<file path="src/hw/autotune_status_map.vh">
// Constants for the driver status flags and automatic tuning block
`ifndef AUTOTUNE_STATUS_MAP_VH
`define AUTOTUNE_STATUS_MAP_VH

// Status word bit positions
`define BIT_TEMP_HIGH_MID 9
`define BIT_TEMP_LOW 8
`define BIT_OPEN_B 7
`define BIT_OPEN_A 6
`define BIT_LS_SHORT_B 5
`define BIT_LS_SHORT_A 4
`define BIT_GND_SHORT_B 3
`define BIT_GND_SHORT_A 2
`define BIT_OVERHEAT 1
`define BIT_PREWARN 0

// Timing in device clocks, gradient group size in fullsteps
`define STANDSTILL_CLKS 32'h0010_0000
`define OFFSET_PHASE_CLKS 32'h0018_0000
`define FULLSTEPS_PER_GRAD 4'h8

// Reset values and scale window limit
`define GRAD_DEFAULT 8'h0e
`define OFS_DEFAULT 8'h24
`define SCALE_LIMIT 9'h0ff

`endif

</file>
<file path="src/hw/voltage_pwm_autotune_status.v">
// Driver status flags and two phase automatic tuning of the PWM chopper
// Behaviour
// - bits 9 and 8 follow temperature comparators
// - open load bits 7,6 informational only
// - low-side short sets bit 5/4, disables
// - ground short sets bit 3/2, disables
// - shorts latched until off-time zero or disable
// - separate short storage per chopper mode
// - overheat bit 1 holds disable until prewarn clears
// - bit 0 prewarn; single shared flags
// - offset phase at standstill, run current, bounded
// - first step returns to run current
// - gradient phase within scale window only
// - gradient moves one unit per 8 fullsteps
// - gradient waits for offset phase completion
// - preloaded gradient makes second phase optional
// - tuning reruns when conditions recur after motion
// - supply change invalidates until new offset phase
// - standstill after 2^20 clocks without step
`timescale 1ns/1ns
`default_nettype none
`include "autotune_status_map.vh"
module voltage_pwm_autotune_status #(
  parameter [31:0] STANDSTILL_CLKS = `STANDSTILL_CLKS,
  parameter [31:0] OFFSET_PHASE_CLKS = `OFFSET_PHASE_CLKS,
  parameter [3:0] STEPS_PER_UNIT = `FULLSTEPS_PER_GRAD
) (
  input wire clk,
  input wire rst,
  // Temperature comparators
  input wire temp_cmp_high_mid,
  input wire temp_cmp_low,
  input wire overheat_cmp,
  input wire prewarn_cmp,
  // Fault detectors, one-cycle or level
  input wire open_load_b,
  input wire open_load_a,
  input wire lowside_short_phase_b,
  input wire lowside_short_phase_a,
  input wire ground_short_phase_b,
  input wire ground_short_phase_a,
  // Configuration
  input wire [3:0] chopper_off_time_setting,
  input wire driver_disable_pin,
  input wire powerdown_serial_pin,
  input wire voltage_mode,
  input wire [4:0] run_current_setting,
  input wire [4:0] hold_current_setting,
  // Motion and regulator
  input wire step_pulse,
  input wire fullstep,
  input wire [8:0] summed_amplitude_scale,
  input wire [7:0] measured_offset,
  input wire supply_changed,
  input wire grad_load,
  input wire [7:0] grad_load_value,
  input wire grad_up,
  input wire grad_down,
  // Outputs
  output wire [31:0] driver_status_flags,
  output reg bridge_enable,
  output wire standstill,
  output reg [4:0] current_scale,
  output reg [7:0] auto_amplitude_offset,
  output wire [7:0] auto_amplitude_gradient,
  output reg tuning_phase_offset,
  output reg tuning_phase_gradient,
  output reg offset_valid
);
  ////////////////////////////////////////////////////////////////
  // Tuning states
  localparam [1:0] ST_WAIT = 2'h0;
  localparam [1:0] ST_OFFSET = 2'h1;
  localparam [1:0] ST_DONE = 2'h2;
  // WAIT: no usable standstill at run current yet
  // OFFSET: measuring, aborted by any motion
  // DONE: result stored, rerun after next motion

  // Latched short flags, one set per chopper mode
  reg [3:0] short_voltage_q;
  reg [3:0] short_current_q;
  // Shared overheat latch
  reg overheat_q;
  // Registered live flags
  reg temp_hi_q;
  reg temp_lo_q;
  reg open_b_q;
  reg open_a_q;
  reg prewarn_q;
  // Tuning state and timer
  reg [1:0] state_q;
  reg [31:0] phase_cnt_q;
  // Short flags in the active mode
  wire [3:0] short_sel;
  wire short_clear;
  wire [3:0] short_in;
  wire stst;
  wire at_run;
  wire [9:0] ofs_x4;
  wire [9:0] ofs_x15;
  wire [9:0] scale_x2;
  wire grad_window;
  // Offset phase finishes this cycle
  wire offset_done;
  // Run current held after a step until the offset phase ends
  reg tune_hold_q;

  ////////////////////////////////////////////////////////////////
  // Standstill detection
  standstill_timer #(
    .STANDSTILL_CLKS(STANDSTILL_CLKS)
  ) u_stst (
    .clk(clk),
    .rst(rst),
    .step_pulse(step_pulse),
    .standstill(stst)
  );
  assign standstill = stst;

  ////////////////////////////////////////////////////////////////
  // Live flag registers
  // Comparator and open-load inputs are levels from the analog side.
  // One register stage gives a clean word to the serial read path;
  // nothing here latches, so a read always shows the present state.
  always @(posedge clk) begin
    if (rst) begin
      temp_hi_q <= 1'b0;
      temp_lo_q <= 1'b0;
      open_b_q <= 1'b0;
      open_a_q <= 1'b0;
      prewarn_q <= 1'b0;
    end else begin
      temp_hi_q <= temp_cmp_high_mid;
      temp_lo_q <= temp_cmp_low;
      open_b_q <= open_load_b;
      open_a_q <= open_load_a;
      prewarn_q <= prewarn_cmp;
    end
  end

  ////////////////////////////////////////////////////////////////
  // Short flags: {ls_b, ls_a, gnd_b, gnd_a}
  // Short detectors may pulse for a single cycle only, so the flags
  // are latched. Each chopper mode owns its own set: a fault found in
  // one mode stays stored while the other mode runs, and is shown
  // again once that mode is selected. A clear hits both sets at once.
  assign short_in = {lowside_short_phase_b, lowside_short_phase_a,
                     ground_short_phase_b, ground_short_phase_a};
  // clear on zero off-time or disable pin
  assign short_clear = (chopper_off_time_setting == 4'h0) || driver_disable_pin;

  // one latch set per chopper mode
  always @(posedge clk) begin
    if (rst) begin
      short_voltage_q <= 4'h0;
      short_current_q <= 4'h0;
    end else begin
      // Set wins over clear
      if (voltage_mode)
        short_voltage_q <= short_in | (short_clear ? 4'h0 : short_voltage_q);
      else if (short_clear)
        short_voltage_q <= 4'h0;
      if (!voltage_mode)
        short_current_q <= short_in | (short_clear ? 4'h0 : short_current_q);
      else if (short_clear)
        short_current_q <= 4'h0;
    end
  end
  assign short_sel = voltage_mode ? short_voltage_q : short_current_q;

  ////////////////////////////////////////////////////////////////
  // Overheat latch
  // The latch is shared by both bridges. It falls only once the die
  // has cooled below the prewarning level, which gives the hysteresis
  // that keeps the bridges from toggling at the threshold.
  always @(posedge clk) begin
    if (rst) begin
      overheat_q <= 1'b0;
    end else if (overheat_cmp) begin
      overheat_q <= 1'b1;
    end else if (!prewarn_cmp) begin
      overheat_q <= 1'b0;
    end
  end

  ////////////////////////////////////////////////////////////////
  // Bridge enable
  // Raw short inputs are used as well as the latches, so the bridges
  // drop in the same cycle that the fault flag is stored. Open-load
  // and prewarning flags are deliberately left out of this term.
  always @(posedge clk) begin
    if (rst) begin
      bridge_enable <= 1'b0;
    end else begin
      bridge_enable <= (short_sel == 4'h0) && (short_in == 4'h0) && !overheat_q &&
                       !overheat_cmp && !driver_disable_pin &&
                       (chopper_off_time_setting != 4'h0);
    end
  end

  ////////////////////////////////////////////////////////////////
  // Status word, read-only
  // Upper bits are not covered by this block and read as zero.
  // The word is pure wiring from registers: a read cannot clear it.
  // reading has no side effect
  assign driver_status_flags = {22'h00_0000, temp_hi_q, temp_lo_q, open_b_q, open_a_q,
                                short_sel, overheat_q, prewarn_q};

  ////////////////////////////////////////////////////////////////
  // Current scale selection
  // With reduction enabled the drive falls to hold current at
  // standstill. A step raises it again and keeps it up until the
  // offset phase has measured at run current; the offset would be
  // wrong if it were taken at the reduced level.
  // a step holds run current until offset phase ends
  always @(posedge clk) begin
    if (rst) begin
      tune_hold_q <= 1'b0;
    end else if (step_pulse) begin
      tune_hold_q <= 1'b1;
    end else if (offset_done) begin
      tune_hold_q <= 1'b0;
    end
  end

  // Drive level: run or hold
  always @(posedge clk) begin
    if (rst) begin
      current_scale <= 5'h00;
    // step returns drive to run current
    end else if (step_pulse || !stst || powerdown_serial_pin || tune_hold_q) begin
      current_scale <= run_current_setting;
    end else begin
      current_scale <= hold_current_setting;
    end
  end
  assign at_run = (current_scale == run_current_setting);

  ////////////////////////////////////////////////////////////////
  // Offset phase sequencer
  // The phase restarts from zero whenever motion or a current change
  // interrupts it; a partial measurement is never kept. A supply
  // change drops the valid flag, which stops gradient tuning until a
  // fresh offset result exists.
  // bounded completion at standstill and run current
  assign offset_done = (state_q == ST_OFFSET) && stst && at_run &&
                       (phase_cnt_q >= OFFSET_PHASE_CLKS - 32'h0000_0001);

  always @(posedge clk) begin
    if (rst) begin
      state_q <= ST_WAIT;
      phase_cnt_q <= 32'h0000_0000;
      auto_amplitude_offset <= `OFS_DEFAULT;
      offset_valid <= 1'b0;
      tuning_phase_offset <= 1'b0;
    end else begin
      if (supply_changed)
        offset_valid <= 1'b0;
      case (state_q)
        ST_WAIT: begin
          if (stst && at_run) begin
            state_q <= ST_OFFSET;
            phase_cnt_q <= 32'h0000_0000;
            tuning_phase_offset <= 1'b1;
          end
        end
        ST_OFFSET: begin
          if (!stst || !at_run) begin
            // Aborted by motion
            state_q <= ST_WAIT;
            tuning_phase_offset <= 1'b0;
          end else if (offset_done) begin
            auto_amplitude_offset <= measured_offset;
            offset_valid <= 1'b1;
            tuning_phase_offset <= 1'b0;
            state_q <= ST_DONE;
          end else begin
            phase_cnt_q <= phase_cnt_q + 32'h0000_0001;
          end
        end
        ST_DONE: begin
          if (!stst)
            state_q <= ST_WAIT;
        end
        default: begin
          state_q <= ST_WAIT;
        end
      endcase
    end
  end

  ////////////////////////////////////////////////////////////////
  // Gradient window: 1.5*ofs < sum < 4*ofs, sum < 255
  // Compared at twice the scale so that the factor of one and a half
  // needs no fractions; the offset and scale terms are ten bits wide to avoid overflow.
  assign ofs_x4 = {auto_amplitude_offset, 2'b00};
  assign ofs_x15 = {1'b0, auto_amplitude_offset, 1'b0} + {2'b00, auto_amplitude_offset};
  assign scale_x2 = {summed_amplitude_scale, 1'b0};
  assign grad_window = (scale_x2 > ofs_x15) &&
                       ({1'b0, summed_amplitude_scale} < ofs_x4) &&
                       (summed_amplitude_scale < `SCALE_LIMIT);

  always @(posedge clk) begin
    if (rst) begin
      tuning_phase_gradient <= 1'b0;
    end else begin
      tuning_phase_gradient <= offset_valid && !stst && grad_window;
    end
  end

  ////////////////////////////////////////////////////////////////
  // Gradient adaptation
  // A preload from a prior result lets motion start well tuned; the
  // adapter keeps refining it whenever the gradient phase is open.
  // preload from prior result
  gradient_adapter #(
    .STEPS_PER_UNIT(STEPS_PER_UNIT)
  ) u_grad (
    .clk(clk),
    .rst(rst),
    .load(grad_load),
    .load_value(grad_load_value),
    .enable(tuning_phase_gradient),
    .fullstep(fullstep),
    .up_req(grad_up),
    .down_req(grad_down),
    .gradient(auto_amplitude_gradient)
  );
endmodule
`default_nettype wire

</file>
<file path="src/hw/standstill_timer.v">
// Standstill detector: counts clocks since the last step pulse
`timescale 1ns/1ns
`default_nettype none
`include "autotune_status_map.vh"
module standstill_timer #(
  parameter [31:0] STANDSTILL_CLKS = `STANDSTILL_CLKS
) (
  input wire clk,
  input wire rst,
  input wire step_pulse,
  output reg standstill
);
  // Clocks since the last step
  reg [31:0] count_q;

  ////////////////////////////////////////////////////////////////
  // standstill after idle count
  always @(posedge clk) begin
    if (rst || step_pulse) begin
      count_q <= 32'h0000_0000;
      standstill <= 1'b0;
    end else if (count_q >= STANDSTILL_CLKS - 32'h0000_0001) begin
      // Saturate
      standstill <= 1'b1;
    end else begin
      count_q <= count_q + 32'h0000_0001;
    end
  end
endmodule
`default_nettype wire

</file>
<file path="src/hw/gradient_adapter.v">
// Gradient adaptation: moves gradient one unit per group of fullsteps
`timescale 1ns/1ns
`default_nettype none
`include "autotune_status_map.vh"
module gradient_adapter #(
  parameter [3:0] STEPS_PER_UNIT = `FULLSTEPS_PER_GRAD
) (
  input wire clk,
  input wire rst,
  input wire load,
  input wire [7:0] load_value,
  input wire enable,
  input wire fullstep,
  input wire up_req,
  input wire down_req,
  output reg [7:0] gradient
);
  // Fullsteps seen in the current group, cleared by load, disable or a full group
  reg [3:0] steps_q;

  ////////////////////////////////////////////////////////////////
  // one unit per eight fullsteps
  always @(posedge clk) begin
    if (rst) begin
      gradient <= `GRAD_DEFAULT;
      steps_q <= 4'h0;
    end else if (load) begin
      // Preset from a prior result
      gradient <= load_value;
      steps_q <= 4'h0;
    end else if (!enable) begin
      steps_q <= 4'h0;
    end else if (fullstep) begin
      if (steps_q >= STEPS_PER_UNIT - 4'h1) begin
        steps_q <= 4'h0;
        if (up_req && gradient != 8'hff)
          gradient <= gradient + 8'h01;
        else if (down_req && gradient != 8'h00)
          gradient <= gradient - 8'h01;
      end else begin
        steps_q <= steps_q + 4'h1;
      end
    end
  end
endmodule
`default_nettype wire

</file>
<file path="config.mk">
export PLATFORM = sky130hd
export DESIGN_NAME = voltage_pwm_autotune_status
export DESIGN_NICKNAME = d
export VERILOG_FILES = /design/src/hw/voltage_pwm_autotune_status.v /design/src/hw/standstill_timer.v /design/src/hw/gradient_adapter.v
export VERILOG_INCLUDE_DIRS = /design/src /design/src/hw
export SDC_FILE = /design/constraint.sdc
export NUM_CORES = 1
export LEC_CHECK = 0
export BUFFER_PORTS_ARGS = -buffer_cell sky130_fd_sc_hd__buf_4
export CAP_MARGIN = 20
export CELL_PAD_IN_SITES_DETAIL_PLACEMENT = 1
export CELL_PAD_IN_SITES_GLOBAL_PLACEMENT = 2
export CORE_AREA = 10 10 119 165
export DETAILED_ROUTE_END_ITERATION = 6
export DIE_AREA = 0 0 129 175
export PLACE_DENSITY_LB_ADDON = 0.2
export SYNTH_ARGS = -nofsm -noshare
export SYNTH_HDL_FRONTEND = slang
export SYNTH_SLANG_ARGS = --single-unit
</file>
<file path="constraint.sdc">
create_clock -name clk -period 7.1 [get_ports clk]
set_clock_uncertainty 0.15 [all_clocks]
set_input_delay 0.71 -clock clk [delete_from_list [all_inputs] [get_ports clk]]
set_output_delay 0.71 -clock clk [all_outputs]
set_load 0.02 [all_outputs]
</file>
==> results_tabular.tex, run 1 <==
\begin{tabular}{lr}
\hline
Metric & Value \\
\hline
\multicolumn{2}{l}{\textbf{Clock network}} \\
Number of hold buffers added after CTS & 0 \\
Clock tree root buffer cell & sky130\_fd\_sc\_hd\_\_clkbuf\_16 \\
Worst-skew pair later-pin latency & 360 ps \\
Maximum count of clock buffers along a single path & 2 \\
Number of buffers inserted during clock tree synthesis & 9 \\
Buffers inserted by post-CTS timing repair & 0 \\
CTS clock-pin slew for the worst setup and hold paths & 80 ps \\
Clock tree sinks & 111 \\
Clock tree from TritonCTS & yes \\
Quantity of gates resized following cts & 0 \\
H-tree levels & 3 \\
\multicolumn{2}{l}{\textbf{Timing}} \\
Setup TNS after final layout & 0 ps \\
Unrepaired setup endpoints after global routing & false \\
Worst slack on hold paths & 316 ps \\
Final Hold Vio Count & 0 \\
Fmax & 323 MHz \\
Number of pins with negative max-slew slack in the final report & 0 \\
Slew of the pin with the lowest slew margin & 1060 ps \\
Final critical path time including I/O delays and setup & 3090 ps \\
Final period util & 43.6\% \\
Worst relative slew slack & 29.1\% \\
Setup violators final & 0 \\
\multicolumn{2}{l}{\textbf{Yosys}} \\
Synthesized instance count & 673 \\
Most used flip-flop cell after synthesis & sky130\_fd\_sc\_hd\_\_dfxtp\_1 \\
Async set or reset register ratio after synthesis & 0\% \\
Mapped Area & 5880 µm² \\
Flop and latch count out of synthesis & 111 \\
Number of different library cells in the post-synthesis netlist & 71 \\
Sequential cell area fraction in the yosys report & 37.8\% \\
Mean area per synthesized cell & 8.73 µm² \\
Number of flops mapped to enable cells by yosys & 0 \\
Synth Warn \# & 0 \\
\multicolumn{2}{l}{\textbf{Min path}} \\
Hold Crit Depth & 1 \\
Path category of the worst min-delay check & register to register \\
\multicolumn{2}{l}{\textbf{Drt}} \\
Detailed-routing iteration count for the pre-antenna-repair pass & 4 \\
Routed len/inst & 17.4 µm \\
Post-route DRC & 0 \\
1st-iter DRT viols & 153 \\
Post-route ant nets & 0 \\
Post-detailed-route via-to-cell ratio & 5.28 \\
Total wire length after detailed routing & 16,800 µm \\
Routed vias & 5,076 \\
\multicolumn{2}{l}{\textbf{Finish}} \\
Number of antenna diodes & 0 \\
Layout filler cell count & 1,985 \\
Fraction of layout cells with a size suffix above 1 & 18.4\% \\
Synth-to-Final Area Change & 18.0\% \\
Number of nets in the finished design & 848 \\
Non-filler instance count after layout & 962 \\
Non-Filler Cell Area, Final & 6930 µm² \\
\multicolumn{2}{l}{\textbf{Floorplanning}} \\
Placeable core area & 16,500 µm² \\
Total Die Area & 22,600 µm² \\
Width of the die & 129 µm \\
Initial Utilization & 35.5\% \\
Standard-cell rows & 56 \\
Chip Height & 175 µm \\
I/O pin count & 118 \\
\multicolumn{2}{l}{\textbf{Critical path}} \\
Startpoint kind of the worst setup timing path & register \\
Stages on worst setup path & 14 \\
Top Family by Delay on Critical Path & adder cells \\
Depth of the most critical reg-to-reg path & 14 \\
Master of the slowest instance on the critical path & sky130\_fd\_sc\_hd\_\_dfxtp\_1 \\
Kind of critical path & register to register \\
Cell-by-cell trace of the critical path & ha\_1 -> inv\_1 -> fa\_1 -> nor2b\_1 -> o21ai\_0 -> nand2b\_1 -> a21o\_1 -> a21o\_1 -> a21oi\_1 -> ha\_1 -> nand4\_1 -> nor2\_1 -> a221oi\_1 -> a2111oi\_0 \\
Bufs and invs on worst path & 1 \\
Max stage delay on crit path & 440 ps \\
Data required time at the worst endpoint & 7190 ps \\
Data arrival time of the critical path & 3180 ps \\
Element type at the critical path end & register \\
Critical path peak fanout & 7 \\
\multicolumn{2}{l}{\textbf{Run status}} \\
Outcome & complete, no violations \\
\multicolumn{2}{l}{\textbf{Power}} \\
Combinational cell fraction of total power & 10.7\% \\
Internal power & 942 µW \\
Switching component of the power & 350 µW \\
Clock group share of total power & 39.8\% \\
Sequential group share of total power & 49.5\% \\
Switching share of power & 27.1\% \\
Leak Pwr & 0.00274 µW \\
Total power & 1290 µW \\
Power density relative to cell area & 186 nW/µm² \\
Peak supply drop & 0.0000977 V \\
\multicolumn{2}{l}{\textbf{Placed design}} \\
DP HPWL & 13,100 µm \\
Post-Place Cell Area & 6640 µm² \\
Number of cells after detailed placement & 946 \\
Count of buffers from port buffering & 95 \\
Routability-driven placement congestion ratio & 0.812 \\
\multicolumn{2}{l}{\textbf{Global routing}} \\
Initial antenna violation count & 0 \\
Global-route wire length before repair & 27,200 µm \\
Total GRT Usage & 14.7\% \\
Number of global-route vias before repair & 5,444 \\
Gr ovfl total & 0 \\
Maximum number of pins on one net before global-route repair & 59 \\
\multicolumn{2}{l}{\textbf{Job}} \\
Total of max-cap violations & 0 \\
\hline
\end{tabular}
## synth_stat cells, types with 3 or more instances
master / instances / area share (%)
sky130_fd_sc_hd__and3_1: 9 / 0.96
sky130_fd_sc_hd__a21o_1: 10 / 1.3
sky130_fd_sc_hd__nor2_1: 67 / 4.3
sky130_fd_sc_hd__xnor2_1: 16 / 2.4
sky130_fd_sc_hd__o21ai_0: 25 / 2.1
sky130_fd_sc_hd__nand3b_1: 5 / 0.64
sky130_fd_sc_hd__nand2b_1: 6 / 0.64
sky130_fd_sc_hd__a211oi_1: 5 / 0.64
sky130_fd_sc_hd__inv_1: 14 / 0.89
sky130_fd_sc_hd__o211ai_1: 5 / 0.64
sky130_fd_sc_hd__nor4_2: 3 / 0.64
sky130_fd_sc_hd__dfxtp_1: 111 / 38
sky130_fd_sc_hd__nand2_1: 52 / 3.3
sky130_fd_sc_hd__nand3_1: 20 / 1.7
sky130_fd_sc_hd__xor2_1: 21 / 3.1
sky130_fd_sc_hd__o21ai_1: 4 / 0.34
sky130_fd_sc_hd__or3_1: 11 / 1.2
sky130_fd_sc_hd__and4_1: 6 / 0.89
sky130_fd_sc_hd__nor2b_1: 14 / 1.5
sky130_fd_sc_hd__buf_4: 29 / 3.7
sky130_fd_sc_hd__o41ai_1: 3 / 0.45
sky130_fd_sc_hd__nor4_1: 11 / 1.2
sky130_fd_sc_hd__ha_1: 32 / 6.8
sky130_fd_sc_hd__and2_1: 23 / 2.4
sky130_fd_sc_hd__a21oi_1: 46 / 3.9
sky130_fd_sc_hd__a22oi_1: 4 / 0.51
sky130_fd_sc_hd__clkbuf_1: 13 / 0.83
sky130_fd_sc_hd__nor3_1: 16 / 1.4
sky130_fd_sc_hd__o21a_1: 7 / 0.89
sky130_fd_sc_hd__mux2_2: 5 / 0.96
sky130_fd_sc_hd__a31oi_1: 7 / 0.74
sky130_fd_sc_hd__or4_1: 6 / 0.77
sky130_fd_sc_hd__or2_2: 3 / 0.32
sky130_fd_sc_hd__nand4_1: 13 / 1.4
sky130_fd_sc_hd__mux2i_1: 8 / 1.4
sky130_fd_sc_hd__nor3b_1: 4 / 0.51
## cell families after synthesis
family / share of synthesized area [%]
DFF: 37.8
buffers and inverters: 6.00
and+or+nand+nor: 26.5
adders and majority gates: 7.49
other: 0.0638
muxes: 2.32
AOI/OAI and AO/OA: 14.3
xor gates and xnor gates: 5.51
## final cells by class
| class | instances | area [µm²] | area share (%) |
|---|---|---|---|
| multi-input cells | 521 | 3380 | 48.8 |
| flip-flops and latches | 111 | 2220 | 32.0 |
| repair buffers | 96 | 721 | 10.4 |
| well taps | 203 | 254 | 3.66 |
| clock buffers | 9 | 225 | 3.25 |
| clock inverters | 7 | 73.8 | 1.06 |
| inverters | 15 | 56.3 | 0.812 |
## per-stage QoR
stage | util, % | worst slack (ps)
after floorplan | - | 4160
after global placement | 40.1 | 4090
after detailed placement | 40.1 | 3980
after CTS | 41.9 | 3980
after global routing | 41.9 | 3820
final | 41.9 | 4010
## metal layers
layer / routed length, µm / share of wire (%) / global-route usage [%]
met1: 7120 / 43 / 16.3
met2: 8830 / 53 / 27.3
met3: 609 / 3.6 / 2.36
met4: 193 / 1.2 / 4.85
met5: 0 / 0 / 0
## power groups by stage
stage | clock (µW) | combinational (µW) | sequential [µW]
after CTS | 534 | 140 | 641
after global placement | 0 | 135 | 655
after floorplan | 0 | 86.7 | 658
after detailed placement | 0 | 139 | 655
final | 514 | 138 | 640
after global routing | 557 | 153 | 642
## flip-flops by register name (all words and copies together), names as in the netlist
signal / count
short_voltage_q: 4
open_b_q: 1
tune_hold_q: 1
offset_valid: 1
u_grad.steps_q: 4
u_stst.count_q: 32
current_scale: 5
temp_hi_q: 1
state_q: 2
auto_amplitude_offset: 8
u_stst.standstill: 1
phase_cnt_q: 32
tuning_phase_gradient: 1
prewarn_q: 1
short_current_q: 4
overheat_q: 1
open_a_q: 1
temp_lo_q: 1
tuning_phase_offset: 1
u_grad.gradient: 8
bridge_enable: 1
## worst paths after layout
kind         slack, ps                startpoint                     to
max               4010  auto_amplitude_offset[1]  tuning_phase_gradient
min                320           phase_cnt_q[29]        phase_cnt_q[29]
max reg2reg       4010  auto_amplitude_offset[1]  tuning_phase_gradient
min reg2reg        320           phase_cnt_q[29]        phase_cnt_q[29]
## placed cells by master (no fill, tap or decap), types with 14 or more instances in the layout
cell and instances:
sky130_fd_sc_hd__nor2b_1 14, sky130_fd_sc_hd__conb_1 22, sky130_fd_sc_hd__and2_1 23, sky130_fd_sc_hd__inv_1 14, sky130_fd_sc_hd__xnor2_1 16, sky130_fd_sc_hd__nor2_1 67
sky130_fd_sc_hd__dfxtp_1 111, sky130_fd_sc_hd__nor3_1 16, sky130_fd_sc_hd__a21oi_1 46, sky130_fd_sc_hd__o21ai_0 25, sky130_fd_sc_hd__nand3_1 20, sky130_fd_sc_hd__ha_1 32
sky130_fd_sc_hd__buf_4 96, sky130_fd_sc_hd__xor2_1 21, sky130_fd_sc_hd__nand2_1 52
## worst reg2reg max path: stages, from the launching register on
cell and delay, ps:
sky130_fd_sc_hd__dfxtp_1 440, sky130_fd_sc_hd__ha_1 210, sky130_fd_sc_hd__inv_1 50, sky130_fd_sc_hd__fa_1 410, sky130_fd_sc_hd__nor2b_1 140, sky130_fd_sc_hd__o21ai_0 80, sky130_fd_sc_hd__nand2b_1 120, sky130_fd_sc_hd__a21o_1 120
sky130_fd_sc_hd__a21o_1 130, sky130_fd_sc_hd__a21oi_1 80, sky130_fd_sc_hd__ha_1 310, sky130_fd_sc_hd__nand4_1 150, sky130_fd_sc_hd__nor2_1 130, sky130_fd_sc_hd__a221oi_1 80, sky130_fd_sc_hd__a2111oi_0 360
Note: power is estimated with default switching activity, not from simulation.
==> inputs of run 2 (changes only) <==
CORE_AREA = 10 10 130 179   (was 10 10 119 165)
DIE_AREA = 0 0 140 189   (was 0 0 129 175)
clock period = 2.8 ns   (was 7.1 ns; I/O delays follow)
==> run 2 against run 1 <==
Die area up 17%. Largest power group unchanged. First-iteration DRC count up 18%. Clock power rose to 2.5 times the previous value. Sequential power rose to 2.5 times the previous value. Critical path depth unchanged. The run now ends with setup timing left. Core utilization down 3.9 points. Sequential cell count unchanged. Critical path type unchanged. Wire length up 11%.
==> results_tabular.tex, run 2 (synthesized netlist as in run 1, its figures left out) <==
\begin{tabular}{lr}
\hline
Metric & Value \\
\hline
\multicolumn{2}{l}{\textbf{Timing}} \\
Final period util & 103\% (+59 points) \\
Unrepaired setup endpoints after global routing & true \\
Setup TNS after final layout & -79.8 ps (-79.8 ps) \\
Worst slack on hold paths & 15.7 ps (-300 ps) \\
Final critical path time including I/O delays and setup & 2880 ps (-214 ps) \\
Fmax & 347 MHz (+7.4\%) \\
Slew of the pin with the lowest slew margin & 703 ps (-357 ps) \\
Number of pins with negative max-slew slack in the final report & 0 (unchanged) \\
Final Hold Vio Count & 0 (unchanged) \\
Setup violators final & 1 (+1) \\
Worst relative slew slack & 52.9\% (+24 points) \\
Least setup slack across all paths after layout & -79.8 ps (-4090 ps) \\
\multicolumn{2}{l}{\textbf{Finish}} \\
Non-filler instance count after layout & 1,066 (+11\%) \\
Leading cell type in the layout, fill and taps excluded & sky130\_fd\_sc\_hd\_\_buf\_4 \\
Fraction of layout cells with a size suffix above 1 & 25.4\% (+7.0 points) \\
Highest-count cells in the layout ignoring fill and taps & sky130\_fd\_sc\_hd\_\_buf\_4 (139), sky130\_fd\_sc\_hd\_\_dfxtp\_1 (104), sky130\_fd\_sc\_hd\_\_nor2\_1 (66) \\
Non-Filler Cell Area, Final & 7550 µm² (+8.9\%) \\
Number of antenna diodes & 0 (unchanged) \\
Synth-to-Final Area Change & 28.4\% \\
Number of nets in the finished design & 903 (+6.5\%) \\
Largest registers & phase\_cnt\_q x32, u\_stst.count\_q x32 \\
\multicolumn{2}{l}{\textbf{Critical path}} \\
Critical path peak fanout & 5 (-2) \\
Data arrival time of the critical path & 2950 ps (-230 ps) \\
Stages on worst setup path & 14 (unchanged) \\
Element type at the critical path end & register \\
Cell-by-cell trace of the critical path & ha\_4 -> inv\_2 -> fa\_2 -> nor2b\_1 -> o21ai\_1 -> nand2b\_1 -> a21o\_1 -> a21o\_1 -> xor2\_1 -> ha\_1 -> a21o\_1 -> a21o\_1 -> a221oi\_2 -> a2111oi\_2 \\
Depth of the most critical reg-to-reg path & 14 (unchanged) \\
Kind of critical path & register to register \\
Max stage delay on crit path & 370 ps (-70 ps) \\
Master of the slowest instance on the critical path & sky130\_fd\_sc\_hd\_\_dfxtp\_4 \\
Data required time at the worst endpoint & 2870 ps (-4320 ps) \\
Worst-case register-to-register setup slack & -80 ps (-4090 ps) \\
End of the worst register-to-register path & tuning\_phase\_gradient \\
R2R Path Start & auto\_amplitude\_offset[1] \\
Most frequent cell on the critical path & sky130\_fd\_sc\_hd\_\_a21o\_1 \\
Top Family by Delay on Critical Path & compound AO/OA/AOI/OAI gates \\
Bufs and invs on worst path & 1 (unchanged) \\
Startpoint kind of the worst setup timing path & register \\
\multicolumn{2}{l}{\textbf{Power}} \\
Power density relative to cell area & 442 nW/µm² (+140\%) \\
Leak Pwr & 0.00300 µW (+9.6\%) \\
Peak supply drop & 0.000265 V (+170\%) \\
\multicolumn{2}{l}{\textbf{Placed design}} \\
Pre-CTS setup slack & -185 ps (-4170 ps) \\
Post-Place Cell Area & 7000 µm² (+5.4\%) \\
Number of cells after detailed placement & 1,032 (+9.1\%) \\
Routability-driven placement congestion ratio & 0.817 (+0.71\%) \\
Count of buffers from port buffering & 95 (unchanged) \\
DP HPWL & 14,300 µm (+9.5\%) \\
\multicolumn{2}{l}{\textbf{Drt}} \\
Post-route DRC & 0 (unchanged) \\
Post-detailed-route via-to-cell ratio & 4.96 (-6.0\%) \\
Routed len/inst & 17.4 µm (about the same) \\
Total wire length after detailed routing & 18,600 µm (+11\%) \\
Detailed-routing iteration count for the pre-antenna-repair pass & 4 (unchanged) \\
1st-iter DRT viols & 181 (+18\%) \\
Post-route ant nets & 0 (unchanged) \\
Routed vias & 5,285 (+4.1\%) \\
\multicolumn{2}{l}{\textbf{Floorplanning}} \\
Width of the die & 140 µm (+8.5\%) \\
Standard-cell rows & 61 (+8.9\%) \\
Total Die Area & 26,500 µm² (+17\%) \\
Placeable core area & 19,800 µm² (+20\%) \\
Initial Utilization & 29.6\% (-5.9 points) \\
Chip Height & 189 µm (+8.0\%) \\
I/O pin count & 118 (unchanged) \\
\multicolumn{2}{l}{\textbf{Job}} \\
Total of max-cap violations & 0 (unchanged) \\
\multicolumn{2}{l}{\textbf{Global routing}} \\
Gr ovfl total & 0 (unchanged) \\
Total GRT Usage & 13.7\% (-1.0 points) \\
Number of global-route vias before repair & 5,854 (+7.5\%) \\
Global-route wire length before repair & 30,000 µm (+10\%) \\
Initial antenna violation count & 0 (unchanged) \\
Maximum number of pins on one net before global-route repair & 44 (-25\%) \\
\multicolumn{2}{l}{\textbf{Clock network}} \\
Maximum count of clock buffers along a single path & 2 (unchanged) \\
H-tree levels & 3 (unchanged) \\
Clock tree root buffer cell & sky130\_fd\_sc\_hd\_\_clkbuf\_16 \\
Clock tree sinks & 111 (unchanged) \\
Number of buffers inserted during clock tree synthesis & 9 (unchanged) \\
CTS clock-pin slew for the worst setup and hold paths & 80 ps (about the same) \\
Clock tree from TritonCTS & yes \\
Worst-skew pair later-pin latency & 360 ps (about the same) \\
\multicolumn{2}{l}{\textbf{Run status}} \\
Outcome & finished, violations left \\
Failing checks & setup timing \\
\multicolumn{2}{l}{\textbf{Min path}} \\
Min-Delay Endpoint & current\_scale[1] \\
Path category of the worst min-delay check & input pin to register \\
Hold Crit Depth & 3 (+2) \\
Startpoint of the worst hold path & hold\_current\_setting[1] \\
\hline
\end{tabular}
==> run 2: cell count changes in the layout (fill, tap and decap cells not counted), sizes merged <==
| cell | before | now |
|---|---|---|
| clkinv | 5 | 2 |
| buf | 96 | 141 |
| inv | 17 | 19 |
| clkinvlp | 0 | 1 |
| dlygate4sd3 | 0 | 10 |
==> run 2: what timing repair did <==
action / in CTS / in global routing
pin swaps: 2 / 12
cloned: 0 / 0
endpoints found under the setup margin: 1 / 2
setup buffers: 1 / 7
hold endpoints to repair: 10 / 0
hold buffers: 10 / 0
gates resized for setup: 4 / 21
==> run 2: area by class of cell <==
cell class,instances,area (µm²)
sequential,111,2240
timing repair buffer,151,1170
multi-input combinational,521,3470
clock buffer,9,225
tap,252,315
fill,2380,12300
clock inverter,7,72.6
inverter,15,56.3
==> run 2: worst max path at each step <==
stage                             start                    end  slack [ps]
6_report       auto_amplitude_offset[1]  tuning_phase_gradient         -80
5_1_grt        auto_amplitude_offset[1]  tuning_phase_gradient        -280
4_1_cts        auto_amplitude_offset[1]  tuning_phase_gradient         -70
3_5_place_dp   auto_amplitude_offset[1]  tuning_phase_gradient        -180
3_3_place_gp   auto_amplitude_offset[1]  tuning_phase_gradient         -80
2_1_floorplan        u_grad.gradient[0]     u_grad.gradient[7]          10
==> run 2: per-layer routing <==
| layer | part of all wire, % | global-route usage [%] | wire length (µm) | vias to the layer above |
|---|---|---|---|---|
| met1 | 40 | 14.5 | 7390 | 2559 |
| met2 | 54 | 25.9 | 10100 | 90 |
| met5 | 0 | 0 | 0 | - |
| li1 | - | - | - | 2617 |
| met3 | 4.1 | 2.58 | 766 | 19 |
| met4 | 1.8 | 5.14 | 333 | 0 |
==> run 2: report_power, final <==
part | leakage [µW] | switching (µW) | internal [µW] | total (µW)
Sequential | 0.000903 | 13.1 | 1600 | 1610
Combinational | 0.00196 | 226 | 190 | 417
Clock | 0.000144 | 671 | 635 | 1310
Total | 0.00300 | 910 | 2430 | 3340
==> run 2: tightest hold or removal path, cell delays in order <==
cell	delay (ps)
sky130_fd_sc_hd__buf_4	80
sky130_fd_sc_hd__mux2i_1	60
sky130_fd_sc_hd__nor2_1	80
==> run 2: stage by stage <==
stage | utilization, % | power, µW
after global routing | 38.0 | 3500
after global placement | 35.3 | 2020
after CTS | 37.4 | 3370
after floorplan | - | 1890
final | 38.0 | 3340
after detailed placement | 35.3 | 2030
